[config.mk]
export PLATFORM = sky130hd
export DESIGN_NAME = lam_menu
export DESIGN_NICKNAME = d
export VERILOG_FILES = /design/src/pkg/lam_pkg.sv /design/src/logic/lam_debounce.sv /design/src/logic/lam_menu.sv
export SDC_FILE = /design/constraint.sdc
export NUM_CORES = 1
export LEC_CHECK = 0
export BUFFER_PORTS_ARGS = -buffer_cell sky130_fd_sc_hd__buf_2
export CAP_MARGIN = 30
export CORE_MARGIN = 2
export CORE_UTILIZATION = 40
export CTS_CLUSTER_DIAMETER = 100
export DETAILED_ROUTE_END_ITERATION = 12
export GPL_ROUTABILITY_DRIVEN = 0
export PLACE_DENSITY = 0.68
export REMOVE_ABC_BUFFERS = 1
export SLEW_MARGIN = 10
export SYNTH_ARGS = -nofsm -noshare
export SYNTH_HDL_FRONTEND = slang
export SYNTH_SLANG_ARGS = --single-unit
[constraint.sdc]
create_clock -name clk_i -period 13.9 [get_ports clk_i]
set_input_delay 2.085 -clock clk_i [delete_from_list [all_inputs] [get_ports clk_i]]
set_output_delay 2.085 -clock clk_i [all_outputs]
set_load 0.03 [all_outputs]
[src/pkg/lam_pkg.sv]
// lam_pkg: constants and types of the local adjust menu block
// assumes a 10 MHz clock and a 32-bit classic wishbone register port
package lam_pkg;
   // -----------------------------------------------------------
   // timing
   // -----------------------------------------------------------
   localparam int CLK_KHZ = 10000;
   localparam int ADV_MS = 3000;
   localparam int ADV_CYC = ADV_MS * CLK_KHZ;
   localparam int STEP_MS = 100;
   localparam int STEP_CYC = STEP_MS * CLK_KHZ;
   localparam int DEB_MS = 10;
   localparam int DEB_CYC = DEB_MS * CLK_KHZ;
   localparam int ALT_MS = 2000;
   localparam int ALT_CYC = ALT_MS * CLK_KHZ;
   // -----------------------------------------------------------
   // register map and fields
   // -----------------------------------------------------------
   localparam logic [7:0] REG_CTRL = 8'h00;
   localparam logic [7:0] REG_STAT = 8'h04;
   localparam logic [7:0] REG_VAL0 = 8'h08;
   localparam logic [7:0] REG_DISP = 8'h18;
   localparam int CTRL_EN_BIT = 0;
   localparam int CTRL_WP_BIT = 1;
   localparam int STAT_ACT_BIT = 0;
   localparam int STAT_CHO_BIT = 1;
   localparam int STAT_RMP_BIT = 2;
   localparam int STAT_POS_LSB = 4;
   localparam int STAT_CAND_LSB = 8;
   localparam int DISP_D1_LSB = 0;
   localparam int DISP_D2_LSB = 4;
   localparam int DISP_UNIT_LSB = 8;
   localparam logic CTRL_EN_RST = 1'b1;
   localparam logic CTRL_WP_RST = 1'b0;
   localparam logic [7:0] UNIT_RST = 8'h00;
   // value index: 0 lower range, 1 upper range, 2 probe, 3 ref height
   localparam logic [3:0][15:0] VAL_RST =
      {16'h0BB8, 16'h0BB8, 16'h03E8, 16'h0000};
   localparam logic [3:0][15:0] VAL_MIN_DEF =
      {16'h0000, 16'h0064, 16'h0000, 16'h0000};
   localparam logic [3:0][15:0] VAL_MAX_DEF =
      {16'h3A98, 16'h3A98, 16'h3A98, 16'h3A98};
   // -----------------------------------------------------------
   // types
   // -----------------------------------------------------------
   typedef enum logic [1:0] {
      MODE_IDLE = 2'b00,
      MODE_MENU = 2'b01,
      MODE_CHOOSE = 2'b10
   } lam_mode_t;
   typedef enum logic [3:0] {
      POS_UNITS = 4'b0000,
      POS_DISP1 = 4'b0001,
      POS_DISP2 = 4'b0010,
      POS_LRV_UP = 4'b0011,
      POS_LRV_DN = 4'b0100,
      POS_URV_UP = 4'b0101,
      POS_URV_DN = 4'b0110,
      POS_PL_UP = 4'b0111,
      POS_PL_DN = 4'b1000,
      POS_RH_UP = 4'b1001,
      POS_RH_DN = 4'b1010,
      POS_SAVE = 4'b1011,
      POS_EXIT = 4'b1100
   } lam_pos_t;
   typedef enum logic [2:0] {
      SHOW_OUTPUT_CURRENT = 3'b000,
      SHOW_OUTPUT_PERCENT = 3'b001,
      SHOW_DISTANCE_FROM_TOP = 3'b010,
      SHOW_PRODUCT_LEVEL = 3'b011,
      SHOW_PRODUCT_VOLUME = 3'b100,
      SHOW_AMBIENT_TEMPERATURE = 3'b101,
      SHOW_NOTHING = 3'b110
   } lam_disp_t;
   typedef struct packed {
      logic [7:0] units;
      lam_disp_t first_display_select;
      lam_disp_t second_display_select;
      logic [3:0][15:0] val;
   } lam_settings_t;
endpackage

[src/logic/lam_debounce.sv]
// lam_debounce: synchroniser and debouncer for one reed switch
// assumes an asynchronous, bouncing level on sw_i
`timescale 1ns/1ps
`default_nettype none
module lam_debounce #(
   parameter int unsigned DEB_CYC = lam_pkg::DEB_CYC
) (
   input wire logic clk_i,
   input wire logic rst_i,
   input wire logic ce_i,
   input wire logic sw_i,
   output logic level_o
);
   // ---------------------------------------------------------
   // three-stage sync, then a stability count
   // ---------------------------------------------------------
   logic s1_q;
   logic s2_q;
   logic s3_q;
   logic [31:0] cnt_q;
   // only stages two and three are looked at
   wire differ = (s2_q == s3_q) && (s3_q != level_o);
   wire done = cnt_q == 32'(DEB_CYC - 1);

   always_ff @(posedge clk_i)
   begin
      if (rst_i)
      begin
         s1_q <= 1'b0;
         s2_q <= 1'b0;
         s3_q <= 1'b0;
         cnt_q <= 32'h0;
         level_o <= 1'b0;
      end
      else if (ce_i)
      begin
         s1_q <= sw_i;
         s2_q <= s1_q;
         s3_q <= s2_q;
         cnt_q <= (differ && !done) ? cnt_q + 32'h1 : 32'h0;
         if (differ && done)
            level_o <= s3_q;
      end
   end
endmodule
`default_nettype wire

[src/logic/lam_menu.sv]
// lam_menu: local adjust menu driven by browse and select switches
// assumes 10 MHz clk_i, synchronous reset, classic wishbone master
//
// How it works
// - browse steps units, displays, eight ramps, save, exit, then wraps
// - select in display one opens a list; browse cycles, select commits
// - display one takes one of six variable codes
// - display two uses the same select, browse, select commit sequence
// - display two adds a seventh code meaning nothing shown
// - indicator alternates between at most the two chosen variables
// - lower range rises while select held, stops on release or maximum
// - lower range falls while select held, stops on release or minimum
// - upper range rises while select held, stops on release or maximum
// - upper range falls while select held, stops on release or minimum
// - probe length rises while select held, stops at release or maximum
// - probe length falls while select held, stops at release or minimum
// - reference height rises while select held, stops at maximum
// - reference height falls while select held, stops at minimum
// - the parameter being adjusted is shown in the numeric field
// - every local change acts at once, without a save
// - changes live only in volatile flops until saved
// - select in save writes all seven settings to nonvolatile memory
// - select in exit returns to normal measurement display
// - browse in normal state enters the menu
// - holding browse advances the function about every three seconds
// - local enable off ignores both switches
// - write protect refuses local and remote configuration changes
`timescale 1ns/1ps
`default_nettype none
module lam_menu #(
   parameter int unsigned ADV_CYC = lam_pkg::ADV_CYC,
   parameter int unsigned STEP_CYC = lam_pkg::STEP_CYC,
   parameter int unsigned DEB_CYC = lam_pkg::DEB_CYC,
   parameter int unsigned ALT_CYC = lam_pkg::ALT_CYC,
   parameter logic [3:0][15:0] VAL_MIN = lam_pkg::VAL_MIN_DEF,
   parameter logic [3:0][15:0] VAL_MAX = lam_pkg::VAL_MAX_DEF
) (
   input wire logic clk_i,
   input wire logic rst_i,
   input wire logic ce_i,
   input wire logic browse_sw_i,
   input wire logic select_sw_i,
   input wire logic wb_cyc_i,
   input wire logic wb_stb_i,
   input wire logic wb_we_i,
   input wire logic [7:0] wb_adr_i,
   input wire logic [3:0] wb_sel_i,
   input wire logic [31:0] wb_dat_i,
   output logic [31:0] wb_dat_o,
   output logic wb_ack_o,
   output lam_pkg::lam_settings_t settings_o,
   output logic nvm_save_o,
   output lam_pkg::lam_settings_t nvm_data_o,
   output logic menu_active_o,
   output lam_pkg::lam_pos_t menu_pos_o,
   output logic choosing_o,
   output lam_pkg::lam_disp_t choice_o,
   output logic [15:0] numeric_o,
   output logic numeric_valid_o,
   output lam_pkg::lam_disp_t disp_show_o
);
   // ---------------------------------------------------------
   // switch conditioning
   // ---------------------------------------------------------
   logic brw, sel, brw_q, sel_q;
   lam_debounce #(.DEB_CYC(DEB_CYC)) u_brw (
      .clk_i(clk_i),
      .rst_i(rst_i),
      .ce_i(ce_i),
      .sw_i(browse_sw_i),
      .level_o(brw)
   );
   lam_debounce #(.DEB_CYC(DEB_CYC)) u_sel (
      .clk_i(clk_i),
      .rst_i(rst_i),
      .ce_i(ce_i),
      .sw_i(select_sw_i),
      .level_o(sel)
   );

   // ---------------------------------------------------------
   // state
   // ---------------------------------------------------------
   lam_pkg::lam_mode_t mode_q, mode_d;
   lam_pkg::lam_pos_t pos_q, pos_d;
   lam_pkg::lam_disp_t cand_q, cand_d, d1_q, d2_q;
   logic [7:0] unit_q;
   logic [3:0][15:0] val_q;
   logic en_q, wp_q, slot_q;
   logic [31:0] hold_q, step_q, alt_q;
   wire ev_b = brw && !brw_q && en_q;
   wire ev_s = sel && !sel_q && !brw && en_q;
   wire in_idle = mode_q == lam_pkg::MODE_IDLE;
   wire in_menu = mode_q == lam_pkg::MODE_MENU;
   wire in_cho = mode_q == lam_pkg::MODE_CHOOSE;
   wire adv_tick = brw && en_q && !in_idle
      && hold_q == 32'(ADV_CYC - 1);
   wire adv = ev_b || adv_tick;
   wire is_d1 = pos_q == lam_pkg::POS_DISP1;
   wire is_d2 = pos_q == lam_pkg::POS_DISP2;
   wire at_save = pos_q == lam_pkg::POS_SAVE;
   wire at_exit = pos_q == lam_pkg::POS_EXIT;
   wire [3:0] pos_inc = at_exit ? lam_pkg::POS_UNITS : pos_q + 4'h1;
   // list length differs: display two offers the extra blank code
   wire [2:0] cand_max = is_d2 ? lam_pkg::SHOW_NOTHING
      : lam_pkg::SHOW_AMBIENT_TEMPERATURE;
   wire [2:0] cand_inc = (cand_q == cand_max) ? 3'h0 : cand_q + 3'h1;
   wire commit = in_cho && ev_s && !wp_q;
   wire do_save = in_menu && ev_s && at_save;
   // ---------------------------------------------------------
   // ramp decode
   // ---------------------------------------------------------
   wire is_ramp = pos_q >= lam_pkg::POS_LRV_UP && pos_q <= lam_pkg::POS_RH_DN;
   wire [3:0] pos_off = pos_q - lam_pkg::POS_LRV_UP;
   wire [1:0] ridx = pos_off[2:1];
   wire rup = !pos_off[0];
   wire ramp_act = en_q && in_menu && is_ramp && sel && !brw;
   wire ramp_tick = ramp_act && step_q == 32'h0;
   wire step_end = step_q == 32'(STEP_CYC - 1);
   // ---------------------------------------------------------
   // menu sequencing
   // ---------------------------------------------------------
   always_comb
   begin
      mode_d = mode_q;
      pos_d = pos_q;
      cand_d = cand_q;
      unique case (mode_q)
         lam_pkg::MODE_IDLE:
            if (ev_b)
            begin
               mode_d = lam_pkg::MODE_MENU;
               pos_d = lam_pkg::POS_UNITS;
            end
         lam_pkg::MODE_MENU:
            if (adv)
               pos_d = lam_pkg::lam_pos_t'(pos_inc);
            else if (ev_s && at_exit)
               mode_d = lam_pkg::MODE_IDLE;
            else if (ev_s && (is_d1 || is_d2))
            begin
               mode_d = lam_pkg::MODE_CHOOSE;
               cand_d = is_d2 ? d2_q : d1_q;
            end
         lam_pkg::MODE_CHOOSE:
            if (adv)
               cand_d = lam_pkg::lam_disp_t'(cand_inc);
            else if (ev_s)
               mode_d = lam_pkg::MODE_MENU;
         default:
            mode_d = lam_pkg::MODE_IDLE;
      endcase
      if (!en_q)
         mode_d = lam_pkg::MODE_IDLE;
   end
   always_ff @(posedge clk_i)
   begin
      if (rst_i)
      begin
         mode_q <= lam_pkg::MODE_IDLE;
         pos_q <= lam_pkg::POS_UNITS;
         cand_q <= lam_pkg::SHOW_OUTPUT_CURRENT;
         brw_q <= 1'b0;
         sel_q <= 1'b0;
         hold_q <= 32'h0;
         step_q <= 32'h0;
      end
      else if (ce_i)
      begin
         mode_q <= mode_d;
         pos_q <= pos_d;
         cand_q <= cand_d;
         brw_q <= brw;
         sel_q <= sel;
         hold_q <= (!brw || in_idle || adv_tick) ? 32'h0
            : hold_q + 32'h1;
         step_q <= (!ramp_act || step_end) ? 32'h0
            : step_q + 32'h1;
      end
   end

   // ---------------------------------------------------------
   // register bus
   // ---------------------------------------------------------
   wire req = wb_cyc_i && wb_stb_i && !wb_ack_o;
   wire wr = req && wb_we_i;
   wire [31:0] bm = {{8{wb_sel_i[3]}}, {8{wb_sel_i[2]}},
      {8{wb_sel_i[1]}}, {8{wb_sel_i[0]}}};
   wire [31:0] ctrl_rd = 32'(en_q) << lam_pkg::CTRL_EN_BIT
      | 32'(wp_q) << lam_pkg::CTRL_WP_BIT;
   wire [31:0] disp_rd = 32'(d1_q) << lam_pkg::DISP_D1_LSB
      | 32'(d2_q) << lam_pkg::DISP_D2_LSB
      | 32'(unit_q) << lam_pkg::DISP_UNIT_LSB;
   wire [31:0] stat_rd = 32'(!in_idle) << lam_pkg::STAT_ACT_BIT
      | 32'(in_cho) << lam_pkg::STAT_CHO_BIT
      | 32'(ramp_act) << lam_pkg::STAT_RMP_BIT
      | 32'(pos_q) << lam_pkg::STAT_POS_LSB
      | 32'(cand_q) << lam_pkg::STAT_CAND_LSB;
   wire [31:0] ctrl_nw = (ctrl_rd & ~bm) | (wb_dat_i & bm);
   wire [31:0] disp_nw = (disp_rd & ~bm) | (wb_dat_i & bm);
   wire [2:0] nw_d1 = disp_nw[lam_pkg::DISP_D1_LSB +: 3];
   wire [2:0] nw_d2 = disp_nw[lam_pkg::DISP_D2_LSB +: 3];
   // a write carrying an unlisted code is dropped whole
   wire disp_ok = nw_d1 <= lam_pkg::SHOW_AMBIENT_TEMPERATURE
      && nw_d2 <= lam_pkg::SHOW_NOTHING;
   wire wr_ctrl = wr && wb_adr_i == lam_pkg::REG_CTRL;
   wire wr_disp = wr && wb_adr_i == lam_pkg::REG_DISP && !wp_q
      && disp_ok;
   wire [1:0] vidx = 2'((wb_adr_i - lam_pkg::REG_VAL0) >> 2);
   wire is_val = wb_adr_i >= lam_pkg::REG_VAL0
      && wb_adr_i < lam_pkg::REG_DISP && wb_adr_i[1:0] == 2'b00;
   wire [31:0] rd_mux =
      wb_adr_i == lam_pkg::REG_CTRL ? ctrl_rd :
      wb_adr_i == lam_pkg::REG_STAT ? stat_rd :
      wb_adr_i == lam_pkg::REG_DISP ? disp_rd :
      is_val ? {16'h0, val_q[vidx]} : 32'h0;
   always_ff @(posedge clk_i)
   begin
      if (rst_i)
      begin
         wb_ack_o <= 1'b0;
         wb_dat_o <= 32'h0;
         en_q <= lam_pkg::CTRL_EN_RST;
         wp_q <= lam_pkg::CTRL_WP_RST;
      end
      else if (ce_i)
      begin
         wb_ack_o <= req;
         wb_dat_o <= req ? rd_mux : 32'h0;
         if (wr_ctrl)
         begin
            en_q <= ctrl_nw[lam_pkg::CTRL_EN_BIT];
            wp_q <= ctrl_nw[lam_pkg::CTRL_WP_BIT];
         end
      end
   end

   // ---------------------------------------------------------
   // settings, live in volatile flops until saved
   // ---------------------------------------------------------
   always_ff @(posedge clk_i)
   begin
      if (rst_i)
      begin
         d1_q <= lam_pkg::SHOW_OUTPUT_CURRENT;
         d2_q <= lam_pkg::SHOW_NOTHING;
         unit_q <= lam_pkg::UNIT_RST;
      end
      else if (ce_i)
      begin
         if (wr_disp)
         begin
            d1_q <= lam_pkg::lam_disp_t'(nw_d1);
            d2_q <= lam_pkg::lam_disp_t'(nw_d2);
            unit_q <= disp_nw[lam_pkg::DISP_UNIT_LSB +: 8];
         end
         else if (commit && is_d1)
            d1_q <= cand_q;
         else if (commit && is_d2)
            d2_q <= cand_q;
      end
   end
   for (genvar i = 0; i < 4; i++)
   begin : g_val
      wire hit = ramp_tick && !wp_q && ridx == 2'(i);
      wire wrv = wr && is_val && vidx == 2'(i) && !wp_q;
      wire [15:0] wv = (val_q[i] & ~bm[15:0]) | (wb_dat_i[15:0] & bm[15:0]);
      // out-of-limit remote values are refused so the ramps stay bounded
      wire wok = wv >= VAL_MIN[i] && wv <= VAL_MAX[i];
      wire inc = hit && rup && val_q[i] < VAL_MAX[i];
      wire dec = hit && !rup && val_q[i] > VAL_MIN[i];
      always_ff @(posedge clk_i)
      begin
         if (rst_i)
            val_q[i] <= lam_pkg::VAL_RST[i];
         else if (ce_i)
         begin
            if (wrv && wok)
               val_q[i] <= wv;
            else if (inc)
               val_q[i] <= val_q[i] + 16'h1;
            else if (dec)
               val_q[i] <= val_q[i] - 16'h1;
         end
      end
   end
   // ---------------------------------------------------------
   // outputs
   // ---------------------------------------------------------
   assign settings_o = {unit_q, d1_q, d2_q, val_q};
   wire alt_end = alt_q == 32'(ALT_CYC - 1);
   wire two = d2_q != lam_pkg::SHOW_NOTHING;
   always_ff @(posedge clk_i)
   begin
      if (rst_i)
      begin
         nvm_save_o <= 1'b0;
         nvm_data_o <= '0;
         menu_active_o <= 1'b0;
         menu_pos_o <= lam_pkg::POS_UNITS;
         choosing_o <= 1'b0;
         choice_o <= lam_pkg::SHOW_OUTPUT_CURRENT;
         numeric_o <= 16'h0;
         numeric_valid_o <= 1'b0;
         disp_show_o <= lam_pkg::SHOW_OUTPUT_CURRENT;
         alt_q <= 32'h0;
         slot_q <= 1'b0;
      end
      else if (ce_i)
      begin
         nvm_save_o <= do_save;
         if (do_save)
            nvm_data_o <= settings_o;
         menu_active_o <= mode_d != lam_pkg::MODE_IDLE;
         menu_pos_o <= pos_d;
         choosing_o <= mode_d == lam_pkg::MODE_CHOOSE;
         choice_o <= cand_d;
         numeric_o <= val_q[ridx];
         numeric_valid_o <= in_menu && is_ramp;
         alt_q <= alt_end ? 32'h0 : alt_q + 32'h1;
         slot_q <= alt_end ? !slot_q && two : slot_q && two;
         disp_show_o <= (slot_q && two) ? d2_q : d1_q;
      end
   end
endmodule
`default_nettype wire

==> results.json <==
{
  "fp-row-count": 84,
  "layout_worst_path_cycle_share": 0.4300,
  "met3_usage": 0.06896,
  "min_path_cells": 2,
  "final_common_cell": "dfxtp_1",
  "coreArea_sq_um": 52660,
  "min-delay-path-class": "flop to flop",
  "cp_slowest_cell": "nor4_1",
  "p_per_area_nw_per_um2": 101.5,
  "leakage_nw": 9.331,
  "timing.rr.end": "settings_o[15]",
  "hpwl_mm": 49.78,
  "fin_cells": 3501,
  "crit_arrival_ns": 6.49,
  "grtUsageTotal": 0.2399,
  "rrSetupSlack_ns": 7.92,
  "viasPerCell": 5.866,
  "cp_data_required_time_ns": 14.41,
  "vias": 20540,
  "rsz0062_at_grt": "no",
  "synth_edf_count": 0,
  "grt_pass1_vias": 19480,
  "cts_tree": "built",
  "ir_drop_v": 0.00008181,
  "cts_sinks": 378,
  "cap_violations": 0,
  "path_cells": "buf_4 > inv_1 > ha_1 > nand2b_1 > a2bb2oi_1 > or3_1 > or2_1 > nor4_1 > inv_1 > ha_1 > a2111oi_0 > o21ai_0 > a311o_1 > a41oi_1 > nor3b_1 > o211ai_1 > a21oi_1",
  "timing.final.max_slew_violations": 0,
  "grt_first_pass_wirelength_mm": 107.4,
  "clockBufferDepth": 3,
  "dp_cells": 3411,
  "areaGrowthSynthToFinish_pct": 15.51,
  "cts_buffers": 45,
  "crit_fanout": 16,
  "holdWs_ns": 0.4516,
  "async_reset_ff_frac": 0,
  "ant_nets": 0,
  "fin_util": 0.4678,
  "r2r-start": "menu_pos_o[0]",
  "grt_max_degree": 73,
  "hold_start": "nvm_data_o[76]",
  "status": "finished, final reports clean",
  "critPathBufInv": 3,
  "finalInstanceArea_sq_um": 24630,
  "cp_top_family": "simple AND/OR/NAND/NOR gates",
  "drt-total-wl_mm": 69.25,
  "postCtsHoldBufs": 0,
  "avgSynthCellArea_sq_um": 8.218,
  "reg2regPathDepth": 17,
  "cts_max_level": 2,
  "antenna_found_initial": 7,
  "gr-usage-met1": 0.2985,
  "synth_cell_type_count": 98,
  "wl_per_cell_um": 19.78,
  "drtIter0Drc": 1990,
  "pre_cts_slack_ns": 8.093,
  "clk_latency_ns": 0.59,
  "grt_overflow_total": 0,
  "finalHoldViolCount": 0,
  "final-setup-viol-count": 0,
  "slew_headroom": 0.4336,
  "setup_tns_ns": 0,
  "postCtsSetupBuffers": 0,
  "fmax_ghz": 0.1673,
  "die_y_um": 234.9,
  "synthesis.area_sq_um": 21330,
  "grt_busiest_layer": "met2",
  "fin_crit_ns": 5.977,
  "use_met2": 0.3873,
  "synth-main-ff-cell": "dfxtp_1",
  "hold_end": "nvm_data_o[76]",
  "synth-seq-cells": 378,
  "synth_cells": 2595,
  "placed_area_sq_um": 22920,
  "fin_ws_ns": 7.923,
  "start_util": 0.4050,
  "synth_warnings": 0,
  "fill_cells": 4997,
  "drc": 0,
  "die-area_sq_um": 55180,
  "layout_common_cells": "dfxtp_1 (378), nor2_1 (368), nand2_1 (327)",
  "ios": 271,
  "cts_resized": 0,
  "drt-pass1-iter-count": 6,
  "port_buffers": 236,
  "fin_skew_ns": 0.01468,
  "p_total_mw": 2.500,
  "worstSetupPathType": "flop to flop",
  "setup.worst_path.end_class": "flop",
  "worst_pin_slew_ns": 0.8495,
  "seq_area_frac_synth": 0.3548,
  "cts_root_buffer": "clkbuf_16",
  "fin_nets": 2909,
  "max_stage_delay_ns": 0.62,
  "path_clk_slew_ns": 0.06,
  "layout-drive-gt1-share": 0.1520,
  "crit_path_start_kind": "flop",
  "die_x_um": 234.9
}
==> state kept, by name, summed over array words and instances, names as in the netlist, 4 cells and up, named ones only <==
register and cells:
u_brw.cnt_q 32, u_sel.cnt_q 32, menu_pos_o 4, hold_q 32, alt_q 32, nvm_data_o 78
settings_o 64, step_q 32, numeric_o 16, wb_dat_o 16
==> worst max-delay path by stage <==
stage / depth (start not counted) / startpoint / to
2_1_floorplan: 14 / menu_pos_o[0] / settings_o[29]
3_3_place_gp: 18 / menu_pos_o[0] / settings_o[15]
3_5_place_dp: 17 / menu_pos_o[0] / settings_o[15]
4_1_cts: 17 / menu_pos_o[0] / settings_o[15]
5_1_grt: 17 / menu_pos_o[0] / settings_o[15]
6_report: 17 / menu_pos_o[0] / settings_o[15]
==> cells in the mapped netlist (26+ instances only) <==
cell      count  share of area
a21oi_1     186          0.044
and3_1       36          0.011
clkbuf_1     93          0.016
dfxtp_1     378           0.35
ha_1         79          0.046
inv_1        63          0.011
mux2i_1      67          0.031
mux4_2       32          0.034
nand2_1     327          0.058
nand2b_1     26         0.0076
nand3_1      80          0.019
nand4_1      64          0.019
nor2_1      369          0.065
nor3_1       55          0.013
nor4_1       37          0.011
o21ai_0      98          0.023
xnor2_1      80          0.033
xor2_1      111          0.046
==> power by group <==
| group | switching, mW | internal [mW] | leakage, nW |
|---|---|---|---|
| sequential | 0.00266 | 1.09 | 3.05 |
| clock | 0.500 | 0.814 | 0.810 |
| combinational | 0.0732 | 0.0237 | 5.47 |
| total | 0.576 | 1.92 | 9.33 |
==> cell families after synthesis <==
group,Yosys count,synth area share
flip-flops,378,0.3548
adder cells (fa/ha/maj),83,0.05010
AND/OR/NAND/NOR,1115,0.2451
XOR/XNOR,191,0.07844
other,1,0.0001758
buffers and inverters,208,0.04377
AO/OA/AOI/OAI,514,0.1592
multiplexers,105,0.06841
==> worst min-delay path, cell delays in order (launching register included) <==
cell and delay (ns):
dfxtp_1 0.30, nand2_1 0.05, a21oi_1 0.05
==> area by class of cell <==
cell class | instances | area, sq um | area share
clock inverters | 28 | 440.4 | 0.01788
well taps | 688 | 860.8 | 0.03495
flip-flops and latches | 378 | 7567 | 0.3072
repair buffers | 261 | 1399 | 0.05679
multi-input cells | 2024 | 12900 | 0.5239
clock buffers | 55 | 1214 | 0.04927
diodes | 3 | 7.507 | 0.0003048
inverters | 64 | 240.2 | 0.009752
==> layer usage <==
layer  part of all wire  vias up  wire length (um)
li1                   -     9565                 -
met5            0.00064        -                44
met2               0.45      969             31130
met4              0.038        6              2651
met3               0.11      199              7500
met1               0.40     9798             27930
No activity file was read; power rests on OpenSTA's default activity.
